--- src/mc_pkg.sv ---
`default_nettype none
package mc_pkg;

  // ----------------------------------------------------------------
  // address map
  // ----------------------------------------------------------------
  localparam logic [15:0] WIN_BASE     = 16'hE000;
  localparam logic [15:0] MASK_ADDR    = 16'hE020;
  localparam logic [15:0] TUNE_ADDR    = 16'hE022;
  localparam logic [15:0] ADC_LO_ADDR  = 16'hE024;
  localparam logic [15:0] ADC_HI_ADDR  = 16'hE025;
  localparam logic [15:0] HALT_ADDR    = 16'hE026;
  localparam logic [15:0] ATTEN_ADDR   = 16'hE028;
  localparam logic [15:0] FILTER_ADDR  = 16'hE029;
  localparam logic [15:0] PRIO_ADDR    = 16'hE030;
  localparam int          WIN_LSB      = 6;
  localparam int          CHAN_BIT     = 5;

  // ----------------------------------------------------------------
  // reset values
  // ----------------------------------------------------------------
  localparam logic [7:0]  MASK_RST     = 8'h00;
  localparam logic [7:0]  TUNE_RST     = 8'h80;
  localparam logic [7:0]  ATTEN_RST    = 8'h00;
  localparam logic [7:0]  FILTER_RST   = 8'h00;
  localparam logic [3:0]  PRIO_RST     = 4'h0;

  // ----------------------------------------------------------------
  // interrupt levels of the cascaded controller
  // ----------------------------------------------------------------
  localparam logic [3:0]  LVL_KBD      = 4'hF;
  localparam logic [3:0]  LVL_TIMER    = 4'hE;
  localparam logic [3:0]  LVL_IPC      = 4'hD;

  // ----------------------------------------------------------------
  // timing
  // ----------------------------------------------------------------
  localparam int CLK_PERIOD_NS    = 20;
  localparam int START_PULSE_NS   = 2000;
  localparam int START_PULSE_CYC  =
    (START_PULSE_NS + CLK_PERIOD_NS - 1) / CLK_PERIOD_NS;
  localparam int HALT_TIMEOUT_MS  = 100;
  localparam int HALT_TIMEOUT_CYC =
    (HALT_TIMEOUT_MS * 1000000) / CLK_PERIOD_NS;
  localparam int TMO_W            = 23;

  typedef enum logic [1:0] {
    MC_RUN    = 2'b01,
    MC_HALTED = 2'b10
  } mc_halt_t;

endpackage : mc_pkg
`default_nettype wire

--- src/mc_irq_if.sv ---
`timescale 1ns/1ps
`default_nettype none
interface mc_irq_if;
  logic       level_wr;
  logic [3:0] level_data;
  logic       int_n;
  logic       req;
  logic [3:0] vec_level;
  modport ctl (output level_wr, output level_data,
               input int_n, input req, input vec_level);
  modport pic (input level_wr, input level_data,
               output int_n, output req, output vec_level);
endinterface : mc_irq_if
`default_nettype wire

--- src/mc_clkgen.sv ---
`timescale 1ns/1ps
`default_nettype none
module mc_clkgen (
  input  wire logic       clock,
  input  wire logic       nrst,
  input  wire logic [7:0] tuning_word,
  output logic            pitch_ref,
  output logic [3:0]      wave_timing
);
  // timing rom: {refresh, row_addr_sel, row_strobe, col_strobe}
  localparam logic [3:0] ROM [16] = '{
    4'h0, 4'h2, 4'h6, 4'h7, 4'h7, 4'h3, 4'h1, 4'h0,
    4'h8, 4'hA, 4'hE, 4'hE, 4'h6, 4'h2, 4'h0, 4'h0};

  logic       half_reg, half_next;
  logic [8:0] acc_reg, acc_next;
  logic       ref_reg, ref_next;
  logic [3:0] cnt_reg, cnt_next;
  logic [3:0] tim_reg, tim_next;

  always_comb begin
    half_next = ~half_reg;
    acc_next  = acc_reg;
    ref_next  = ref_reg;
    cnt_next  = cnt_reg;
    tim_next  = tim_reg;
    if (half_reg) begin
      acc_next = {1'b0, acc_reg[7:0]} + {1'b0, tuning_word};
      ref_next = acc_next[8] ? ~ref_reg : ref_reg;
      cnt_next = cnt_reg + 4'h1;
      tim_next = ROM[cnt_reg];
    end
  end

  always_ff @(posedge clock or negedge nrst) begin
    if (!nrst) begin
      half_reg <= 1'b0;
      acc_reg  <= 9'h000;
      ref_reg  <= 1'b0;
      cnt_reg  <= 4'h0;
      tim_reg  <= 4'h0;
    end else begin
      half_reg <= half_next;
      acc_reg  <= acc_next;
      ref_reg  <= ref_next;
      cnt_reg  <= cnt_next;
      tim_reg  <= tim_next;
    end
  end

  assign pitch_ref   = ref_reg;
  assign wave_timing = tim_reg;
endmodule : mc_clkgen
`default_nettype wire

--- src/mc_master.sv ---
`timescale 1ns/1ps
`default_nettype none
module mc_master #(
  parameter int unsigned HALT_TIMEOUT_CYC = mc_pkg::HALT_TIMEOUT_CYC
) (
  input  wire logic       clock,
  input  wire logic       nrst,
  input  wire logic       bus_strobe,
  input  wire logic       bus_read,
  input  wire logic       bus_cpu_one,
  input  wire logic [15:0] bus_addr,
  input  wire logic [7:0] bus_wdata,
  output logic [7:0]      bus_rdata,
  output logic            card_select,
  output logic [7:0]      channel_card_select,
  output logic [7:0]      tuning_word,
  output logic            pitch_ref,
  output logic            wave_refresh,
  output logic            wave_row_addr_sel,
  output logic            wave_row_strobe,
  output logic            wave_col_strobe,
  input  wire logic       keyboard_serial_irq,
  input  wire logic       timer_irq,
  input  wire logic       ipc_irq,
  output logic            pic_int_n,
  output logic            cpu_one_irq_request,
  output logic [3:0]      irq_level_bus,
  input  wire logic       converter_mode,
  input  wire logic       sample_clock,
  input  wire logic       conversion_done_n,
  input  wire logic [9:0] converter_data,
  output logic            conv_start,
  output logic            sample_hold,
  output logic            cpu_hold_n,
  output logic [7:0]      atten_word,
  output logic [3:0]      lowpass_sel,
  output logic [3:0]      highpass_sel
);
  localparam int START_CYC = mc_pkg::START_PULSE_CYC;

  // ----------------------------------------------------------------
  // state
  // ----------------------------------------------------------------
  logic [7:0]  mask_reg, mask_next;
  logic [7:0]  tune_reg, tune_next;
  logic [7:0]  atten_reg, atten_next;
  logic [7:0]  filt_reg, filt_next;
  logic [7:0]  rdata_reg, rdata_next;
  logic        sel_reg, sel_next;
  logic [7:0]  channel_card_select_reg, channel_card_select_next;
  logic [9:0]  adc_reg, adc_next;
  logic        sclk_d_reg, done_d_reg;
  logic [7:0]  shot_reg, shot_next;
  logic [mc_pkg::TMO_W-1:0] tmo_reg, tmo_next;
  mc_pkg::mc_halt_t halt_reg, halt_next;

  logic in_win, in_chan, wr, multi, halt_clr, done_fall, sclk_rise, timeout;
  logic [3:0] wave_timing;

  mc_irq_if irq ();

  // ----------------------------------------------------------------
  // decode
  // ----------------------------------------------------------------
  always_comb begin
    in_win = bus_strobe &&
      bus_addr[15:mc_pkg::WIN_LSB] == mc_pkg::WIN_BASE[15:mc_pkg::WIN_LSB];
    in_chan   = in_win && !bus_addr[mc_pkg::CHAN_BIT];
    wr        = in_win && !bus_read;
    multi     = (mask_reg & (mask_reg - 8'h01)) != 8'h00;
    halt_clr  = in_win && bus_cpu_one && bus_addr == mc_pkg::HALT_ADDR;
    done_fall = done_d_reg && !conversion_done_n;
    sclk_rise = !sclk_d_reg && sample_clock;
    timeout   = halt_reg == mc_pkg::MC_HALTED &&
                tmo_reg == mc_pkg::TMO_W'(HALT_TIMEOUT_CYC - 1);
  end

  // ----------------------------------------------------------------
  // register file and selects
  // ----------------------------------------------------------------
  always_comb begin
    mask_next  = mask_reg;
    tune_next  = tune_reg;
    atten_next = atten_reg;
    filt_next  = filt_reg;
    rdata_next = rdata_reg;
    sel_next   = in_win;
    channel_card_select_next = 8'h00;
    irq.level_wr   = 1'b0;
    irq.level_data = bus_wdata[3:0];
    if (in_chan) begin
      if (!bus_read) begin
        channel_card_select_next = mask_reg;
      end else if (!multi) begin
        channel_card_select_next = mask_reg;
      end
    end
    if (wr) begin
      unique case (bus_addr)
        mc_pkg::MASK_ADDR:   mask_next  = bus_wdata;
        mc_pkg::TUNE_ADDR:   tune_next  = bus_wdata;
        mc_pkg::ATTEN_ADDR:  atten_next = bus_wdata;
        mc_pkg::FILTER_ADDR: filt_next  = bus_wdata;
        mc_pkg::PRIO_ADDR:   irq.level_wr = 1'b1;
        default:             ;
      endcase
    end
    if (in_win && bus_read) begin
      unique case (bus_addr)
        mc_pkg::MASK_ADDR:   rdata_next = mask_reg;
        mc_pkg::TUNE_ADDR:   rdata_next = tune_reg;
        mc_pkg::ADC_LO_ADDR: rdata_next = adc_reg[7:0];
        mc_pkg::ADC_HI_ADDR: rdata_next = {6'h00, adc_reg[9:8]};
        mc_pkg::HALT_ADDR:   rdata_next = {7'h00, done_d_reg};
        mc_pkg::ATTEN_ADDR:  rdata_next = atten_reg;
        mc_pkg::FILTER_ADDR: rdata_next = filt_reg;
        default:             rdata_next = 8'h00;
      endcase
    end
  end

  always_ff @(posedge clock or negedge nrst) begin
    if (!nrst) begin
      mask_reg  <= mc_pkg::MASK_RST;
      tune_reg  <= mc_pkg::TUNE_RST;
      atten_reg <= mc_pkg::ATTEN_RST;
      filt_reg  <= mc_pkg::FILTER_RST;
      rdata_reg <= 8'h00;
      sel_reg   <= 1'b0;
      channel_card_select_reg <= 8'h00;
    end else begin
      mask_reg  <= mask_next;
      tune_reg  <= tune_next;
      atten_reg <= atten_next;
      filt_reg  <= filt_next;
      rdata_reg <= rdata_next;
      sel_reg   <= sel_next;
      channel_card_select_reg <= channel_card_select_next;
    end
  end

  // ----------------------------------------------------------------
  // converter sequencing
  // ----------------------------------------------------------------
  always_comb begin
    shot_next = shot_reg;
    adc_next  = adc_reg;
    tmo_next  = tmo_reg;
    halt_next = halt_reg;
    if (sclk_rise && !converter_mode) begin
      shot_next = 8'(START_CYC);
    end else if (shot_reg != 8'h00) begin
      shot_next = shot_reg - 8'h01;
    end
    if (done_fall) begin
      adc_next = converter_data;
    end
    unique case (halt_reg)
      mc_pkg::MC_RUN: begin
        tmo_next = '0;
        if (halt_clr && !done_fall) begin
          halt_next = mc_pkg::MC_HALTED;
        end
      end
      mc_pkg::MC_HALTED: begin
        tmo_next = tmo_reg + 1'b1;
        if (done_fall || timeout) begin
          halt_next = mc_pkg::MC_RUN;
        end
      end
      default: halt_next = mc_pkg::MC_RUN;
    endcase
  end

  always_ff @(posedge clock or negedge nrst) begin
    if (!nrst) begin
      shot_reg   <= 8'h00;
      adc_reg    <= 10'h000;
      tmo_reg    <= '0;
      halt_reg   <= mc_pkg::MC_RUN;
      sclk_d_reg <= 1'b0;
      done_d_reg <= 1'b1;
    end else begin
      shot_reg   <= shot_next;
      adc_reg    <= adc_next;
      tmo_reg    <= tmo_next;
      halt_reg   <= halt_next;
      sclk_d_reg <= sample_clock;
      done_d_reg <= conversion_done_n;
    end
  end

  // ----------------------------------------------------------------
  // submodules
  // ----------------------------------------------------------------
  mc_clkgen u_clkgen (
    .clock       (clock),
    .nrst        (nrst),
    .tuning_word (tune_reg),
    .pitch_ref   (pitch_ref),
    .wave_timing (wave_timing)
  );

  mc_pic u_pic (
    .clock               (clock),
    .nrst                (nrst),
    .keyboard_serial_irq (keyboard_serial_irq),
    .timer_irq           (timer_irq),
    .ipc_irq             (ipc_irq),
    .irq                 (irq.pic)
  );

  // ----------------------------------------------------------------
  // outputs
  // ----------------------------------------------------------------
  assign bus_rdata           = rdata_reg;
  assign card_select         = sel_reg;
  assign channel_card_select = channel_card_select_reg;
  assign tuning_word         = tune_reg;
  assign wave_refresh        = wave_timing[3];
  assign wave_row_addr_sel   = wave_timing[2];
  assign wave_row_strobe     = wave_timing[1];
  assign wave_col_strobe     = wave_timing[0];
  assign pic_int_n           = irq.int_n;
  assign cpu_one_irq_request = irq.req;
  assign irq_level_bus       = irq.vec_level;
  assign conv_start          = shot_reg != 8'h00;
  assign sample_hold         = done_d_reg;
  assign cpu_hold_n          = halt_reg[0];
  assign atten_word          = atten_reg;
  assign lowpass_sel         = filt_reg[3:0];
  assign highpass_sel        = filt_reg[7:4];
endmodule : mc_master
`default_nettype wire

--- src/mc_pic.sv ---
`timescale 1ns/1ps
`default_nettype none
module mc_pic (
  input  wire logic clock,
  input  wire logic nrst,
  input  wire logic keyboard_serial_irq,
  input  wire logic timer_irq,
  input  wire logic ipc_irq,
  mc_irq_if.pic     irq
);
  logic [3:0] cur_reg, cur_next;
  logic [3:0] vec_reg, vec_next;
  logic       int_n_reg, int_n_next;
  logic       req_reg, req_next;
  logic [3:0] best;
  logic       any;

  always_comb begin
    any  = keyboard_serial_irq | timer_irq | ipc_irq;
    best = keyboard_serial_irq ? mc_pkg::LVL_KBD :
           timer_irq           ? mc_pkg::LVL_TIMER :
           ipc_irq             ? mc_pkg::LVL_IPC : 4'h0;
  end

  always_comb begin
    cur_next   = irq.level_wr ? irq.level_data : cur_reg;
    int_n_next = ~(any && (best > cur_reg));
    vec_next   = int_n_next ? vec_reg : best;
    req_next   = ~int_n_reg | (req_reg & ~irq.level_wr);
  end

  always_ff @(posedge clock or negedge nrst) begin
    if (!nrst) begin
      cur_reg   <= mc_pkg::PRIO_RST;
      vec_reg   <= 4'h0;
      int_n_reg <= 1'b1;
      req_reg   <= 1'b0;
    end else begin
      cur_reg   <= cur_next;
      vec_reg   <= vec_next;
      int_n_reg <= int_n_next;
      req_reg   <= req_next;
    end
  end

  assign irq.int_n     = int_n_reg;
  assign irq.req       = req_reg;
  assign irq.vec_level = vec_reg;
endmodule : mc_pic
`default_nettype wire

--- config.mk ---
export PLATFORM = sky130hd
export DESIGN_NAME = mc_master
export DESIGN_NICKNAME = d
export VERILOG_FILES = /design/src/mc_pkg.sv /design/src/mc_irq_if.sv /design/src/mc_clkgen.sv /design/src/mc_master.sv /design/src/mc_pic.sv
export SDC_FILE = /design/constraint.sdc
export NUM_CORES = 1
export LEC_CHECK = 0
export ABC_AREA = 1
export ABC_CLOCK_PERIOD_IN_PS = 2630
export BUFFER_PORTS_ARGS = -buffer_cell sky130_fd_sc_hd__buf_2
export CAP_MARGIN = 20
export CORE_ASPECT_RATIO = 1.75
export CORE_MARGIN = 3
export CORE_UTILIZATION = 45
export DETAILED_ROUTE_END_ITERATION = 12
export GPL_ROUTABILITY_DRIVEN = 0
export GPL_TIMING_DRIVEN = 0
export HOLD_SLACK_MARGIN = 0.05
export PLACE_DENSITY = 0.76
export REMOVE_ABC_BUFFERS = 1
export SYNTH_ARGS = -nofsm -noshare
export SYNTH_HDL_FRONTEND = slang
export SYNTH_HIERARCHICAL = 1
export SYNTH_SLANG_ARGS = --single-unit
--- constraint.sdc ---
create_clock -name clock -period 2.63 [get_ports clock]
set_clock_uncertainty 0.05 [all_clocks]
set_input_delay 0.526 -clock clock [delete_from_list [all_inputs] [get_ports clock]]
set_output_delay 0.526 -clock clock [all_outputs]
set_load 0.005 [all_outputs]
==> metrics.md <==
| Metric | Value |
|---|---|
| Syn Inst Count | `roughly 770` |
| Row Count | `56` |
| CTS Sinks | `121` |
| DR WL/cell | `15.37 um` |
| Final setup fails | `0` |
| Family with the most delay on the worst path | `simple AND/OR/NAND/NOR gates` |
| Cell count along the critical path | `8` |
| Most frequent cell after synthesis | `nand2_1` |
| Top cell type's share of synthesized area | `0.4647` |
| Logic pwr share | `0.137` |
| GRT overflow | `0` |
| DIE WIDTH | `95.44 um` |
| Final Hold Viols | `0` |
| Num CTS Buffers | `17` |
| Max FFs per register | `23` |
| Die Footprint | `0.01551 mm2` |
| Async SR Flop Fraction | `1.000` |
| DR DRC count | `0` |
| Multi-input logic area | `0.002841 mm2` |
| Reg2reg end | `tmo_reg[14]` |
| Cell repeated most along the worst path | `buf_2` |
| FMAX | `0.4165 GHz` |
| Worst setup SP type | `input port` |
| VDD IR max | `0.5141 mV` |
| PortBufs | `99` |
| Setup TNS Final | `0 ps` |
| First-pass GRT wire length | `26460 um` |
| Slew Viols, Final | `0` |
| Wire length on met3 | `772 um` |
| Power Density | `694.4 mW/mm2` |
| Post-synthesis sequential area ratio | `0.4814` |
| Post-synth cell types | `43` |
| TritonCTS clock tree | `done` |
| Synth Area per Inst | `between 8 and 9 um2` |
| Largest area contributor in the netlist | `dfrtp_1` |
| Post-Syn Area | `about 0.0063 mm2` |
| Top Metal Used | `met5` |
| WL met1 | `5787 um` |
| Switching share of power | `0.2877` |
| Storage element area | `approximately 0.0030 mm2` |
| Top-level I/O count | `100` |
| Worst r2r path cells | `8` |
| Initial antenna violation count | `2` |
| Pint | `3.755 mW` |
| Tightest Pin Transition | `863.9 ps` |
| Crit Path Max Fanout | `22` |
| Vias per cell | `about 5.2` |
| Met2 wire len | `9128 um` |
| Starting Density | `0.4659` |
| Reg clk slew, reported paths | `60 ps` |
| RSZ-0062 raised after global routing | `false` |
| CP peak stage delay | `510 ps` |
| Worst setup path start | `bus_addr[12]` |
| Clock share of power | `0.471` |
| Seq cells post-synth | `121` |
| Flop pwr share | `0.392` |
| Gr usage total | `0.2226` |
| CP Capture Point | `u_pic/cur_reg[0]` |
| DR pass1 iterations | `5` |
| Final Net Count | `942` |
| HP Class | `input port to register` |
| Critical Path, Cell by Cell | `buf_2 > nor2_1 > nand2_1 > nor2_4 > nand2_4 > nor4_2 > buf_2 > mux2_1` |
| Slowest-stage cell, CP | `nor2_4` |
| Share of layout cells above drive strength 1 | `0.2058` |
| Final Power | `5.272 mW` |
| RR Startpoint | `halt_reg[0]` |
| Crit path buf inv count | `2` |
| Starting DRT DRC Count | `334` |
| NetSw | `1.517 mW` |
| Crit end category | `register` |
| Post-detail-place hpwl | `12070 um` |
| # diodes | `0` |
| Htree depth | `4` |
| Post-route ant nets | `0` |
| Layout Utilization | `0.5614` |
| Max clock buf depth | `2` |
| Core ar. | `0.01352 mm2` |
| Arrival @ worst endpoint | `between 2000 and 3000 ps` |
| Outcome | `complete, no violations` |
| Dominant cells by area after synthesis | `dfrtp_1, nand2_1, nand3_1` |
| R2r setup slk | `310 ps` |
| Final WL | `16330 um` |
| Min Tclk post-route | `roughly 2400 ps` |
| Root Buffer | `clkbuf_16` |
| Leakage power | `around 4 nW` |
| Number of fill cells | `1256` |
| Die Y | `162.5 um` |
| Largest net degree at the start of global routing | `between 80 and 90` |
| Latest clock arrival within the worst-skew pair | `410 ps` |
| Most used DFF post-synth | `dfrtp_1` |
| Critical Path RT | `2880 ps` |
| Via count | `5558` |
| Worst slew margin | `0.4234` |
| EDFF count, synth | `0` |
| Synth cell count leaders | `nand2_1, dfrtp_1, inv_1, nand3_1, nor2_1` |
| Crit Path Class | `input port to register` |
| Area delta synth->final | `20.52%` |
| MaxCap Viol Count | `0` |
| Period utilisation layout | `0.9130` |
| Vias in the first global route | `approximately 5600` |
| Yosys Warn Count | `6` |
-- power groups by stage --
stage	combinational [mW]	sequential (mW)	clock, mW
after CTS	0.718	2.07	2.51
after global routing	0.836	2.08	2.59
after floorplan	0.471	2.07	0
after global placement	0.684	2.10	0
after detailed placement	0.714	2.10	0
final	0.721	2.07	2.48
-- cells by family (layout without fill, tap and decap cells) --
logic type,Yosys count,after routing,share of synthesized area
and+or+nand+nor,395,396,0.2860
AOI/OAI and AO/OA,116,116,0.09633
xor gates and xnor gates,4,4,0.005561
adders and majority gates,21,21,0.04290
muxes,10,10,0.01788
DFF,121,121,0.4814
buffers and inverters,102,221,0.06991
-- cells in the final DEF (no fill, tap or decap), types with 2 or more instances in the layout --
cell type  instances
nand3b_1           2
bufinv_16          3
o21ai_1           36
inv_2              5
clkinv_4           3
o21ai_0           37
nor3_1             8
inv_1             82
nand2_1          200
a21oi_1           32
nor2_1            68
inv_6              4
o211ai_1           3
nor2_2             6
nand2_4            7
dfrtp_1          117
clkbuf_16         17
mux2_2             9
inv_8              4
xor2_1             4
nand3_1           77
a31oi_1            3
nor2_4             8
nand4_1            7
buf_2             99
dfstp_2            4
ha_1              20
nand2_2            4
-- worst min path at each step --
| stage | endpoint | start | cells after the start | slack [ps] |
|---|---|---|---|---|
| after floorplan | adc_reg[0] | nrst | 0 | 180 |
| after global placement | u_pic/irq.req | u_pic/irq.int_n | 1 | 390 |
| after detailed placement | sclk_d_reg | nrst | 1 | 400 |
| after CTS | sclk_d_reg | sample_clock | 1 | 160 |
| after global routing | sclk_d_reg | sample_clock | 1 | 170 |
| final | sclk_d_reg | sample_clock | 1 | 180 |
-- final cells by class --
cell class | instances | area share
timing repair buffer | 102 | 0.07169
inverter | 87 | 0.04301
clock buffer | 17 | 0.05603
sequential | 121 | 0.3995
clock inverter | 15 | 0.02686
tap | 174 | 0.02868
multi-input combinational | 547 | 0.3743
-- layer usage --
metal,vias up,GRT usage
li1,2728,-
met1,2625,0.2284
met2,157,0.4099
met3,44,0.05270
met4,4,0.1095
met5,-,0
-- through the flow --
| step | area (um2) | setup slack (ps) | instances | hold slack [ps] |
|---|---|---|---|---|
| 6_report | 7592 | 228.8 | 1063 | 175.3 |
| 5_1_grt | 7592 | 7.911 | 1063 | 168.5 |
| 4_1_cts | 7590 | 98.96 | 1063 | 164.8 |
| 3_5_place_dp | 6938 | -724.6 | 1029 | 398.5 |
| 3_3_place_gp | 6899 | -1017 | 1027 | 392.8 |
| 2_1_floorplan | 6186 | 13.88 | 754 | 180.4 |
-- what timing repair did --
| action | in CTS | in global routing |
|---|---|---|
| endpoints found under the hold margin | 34 | 0 |
| pin swaps | 1 | 0 |
| buffers inserted | 0 | 0 |
| gates cloned | 1 | 0 |
| hold buffers | 1 | 0 |
| setup endpoints to repair | 4 | 3 |
| gates resized for setup | 1 | 1 |
No activity file was read; power rests on OpenSTA's default activity.
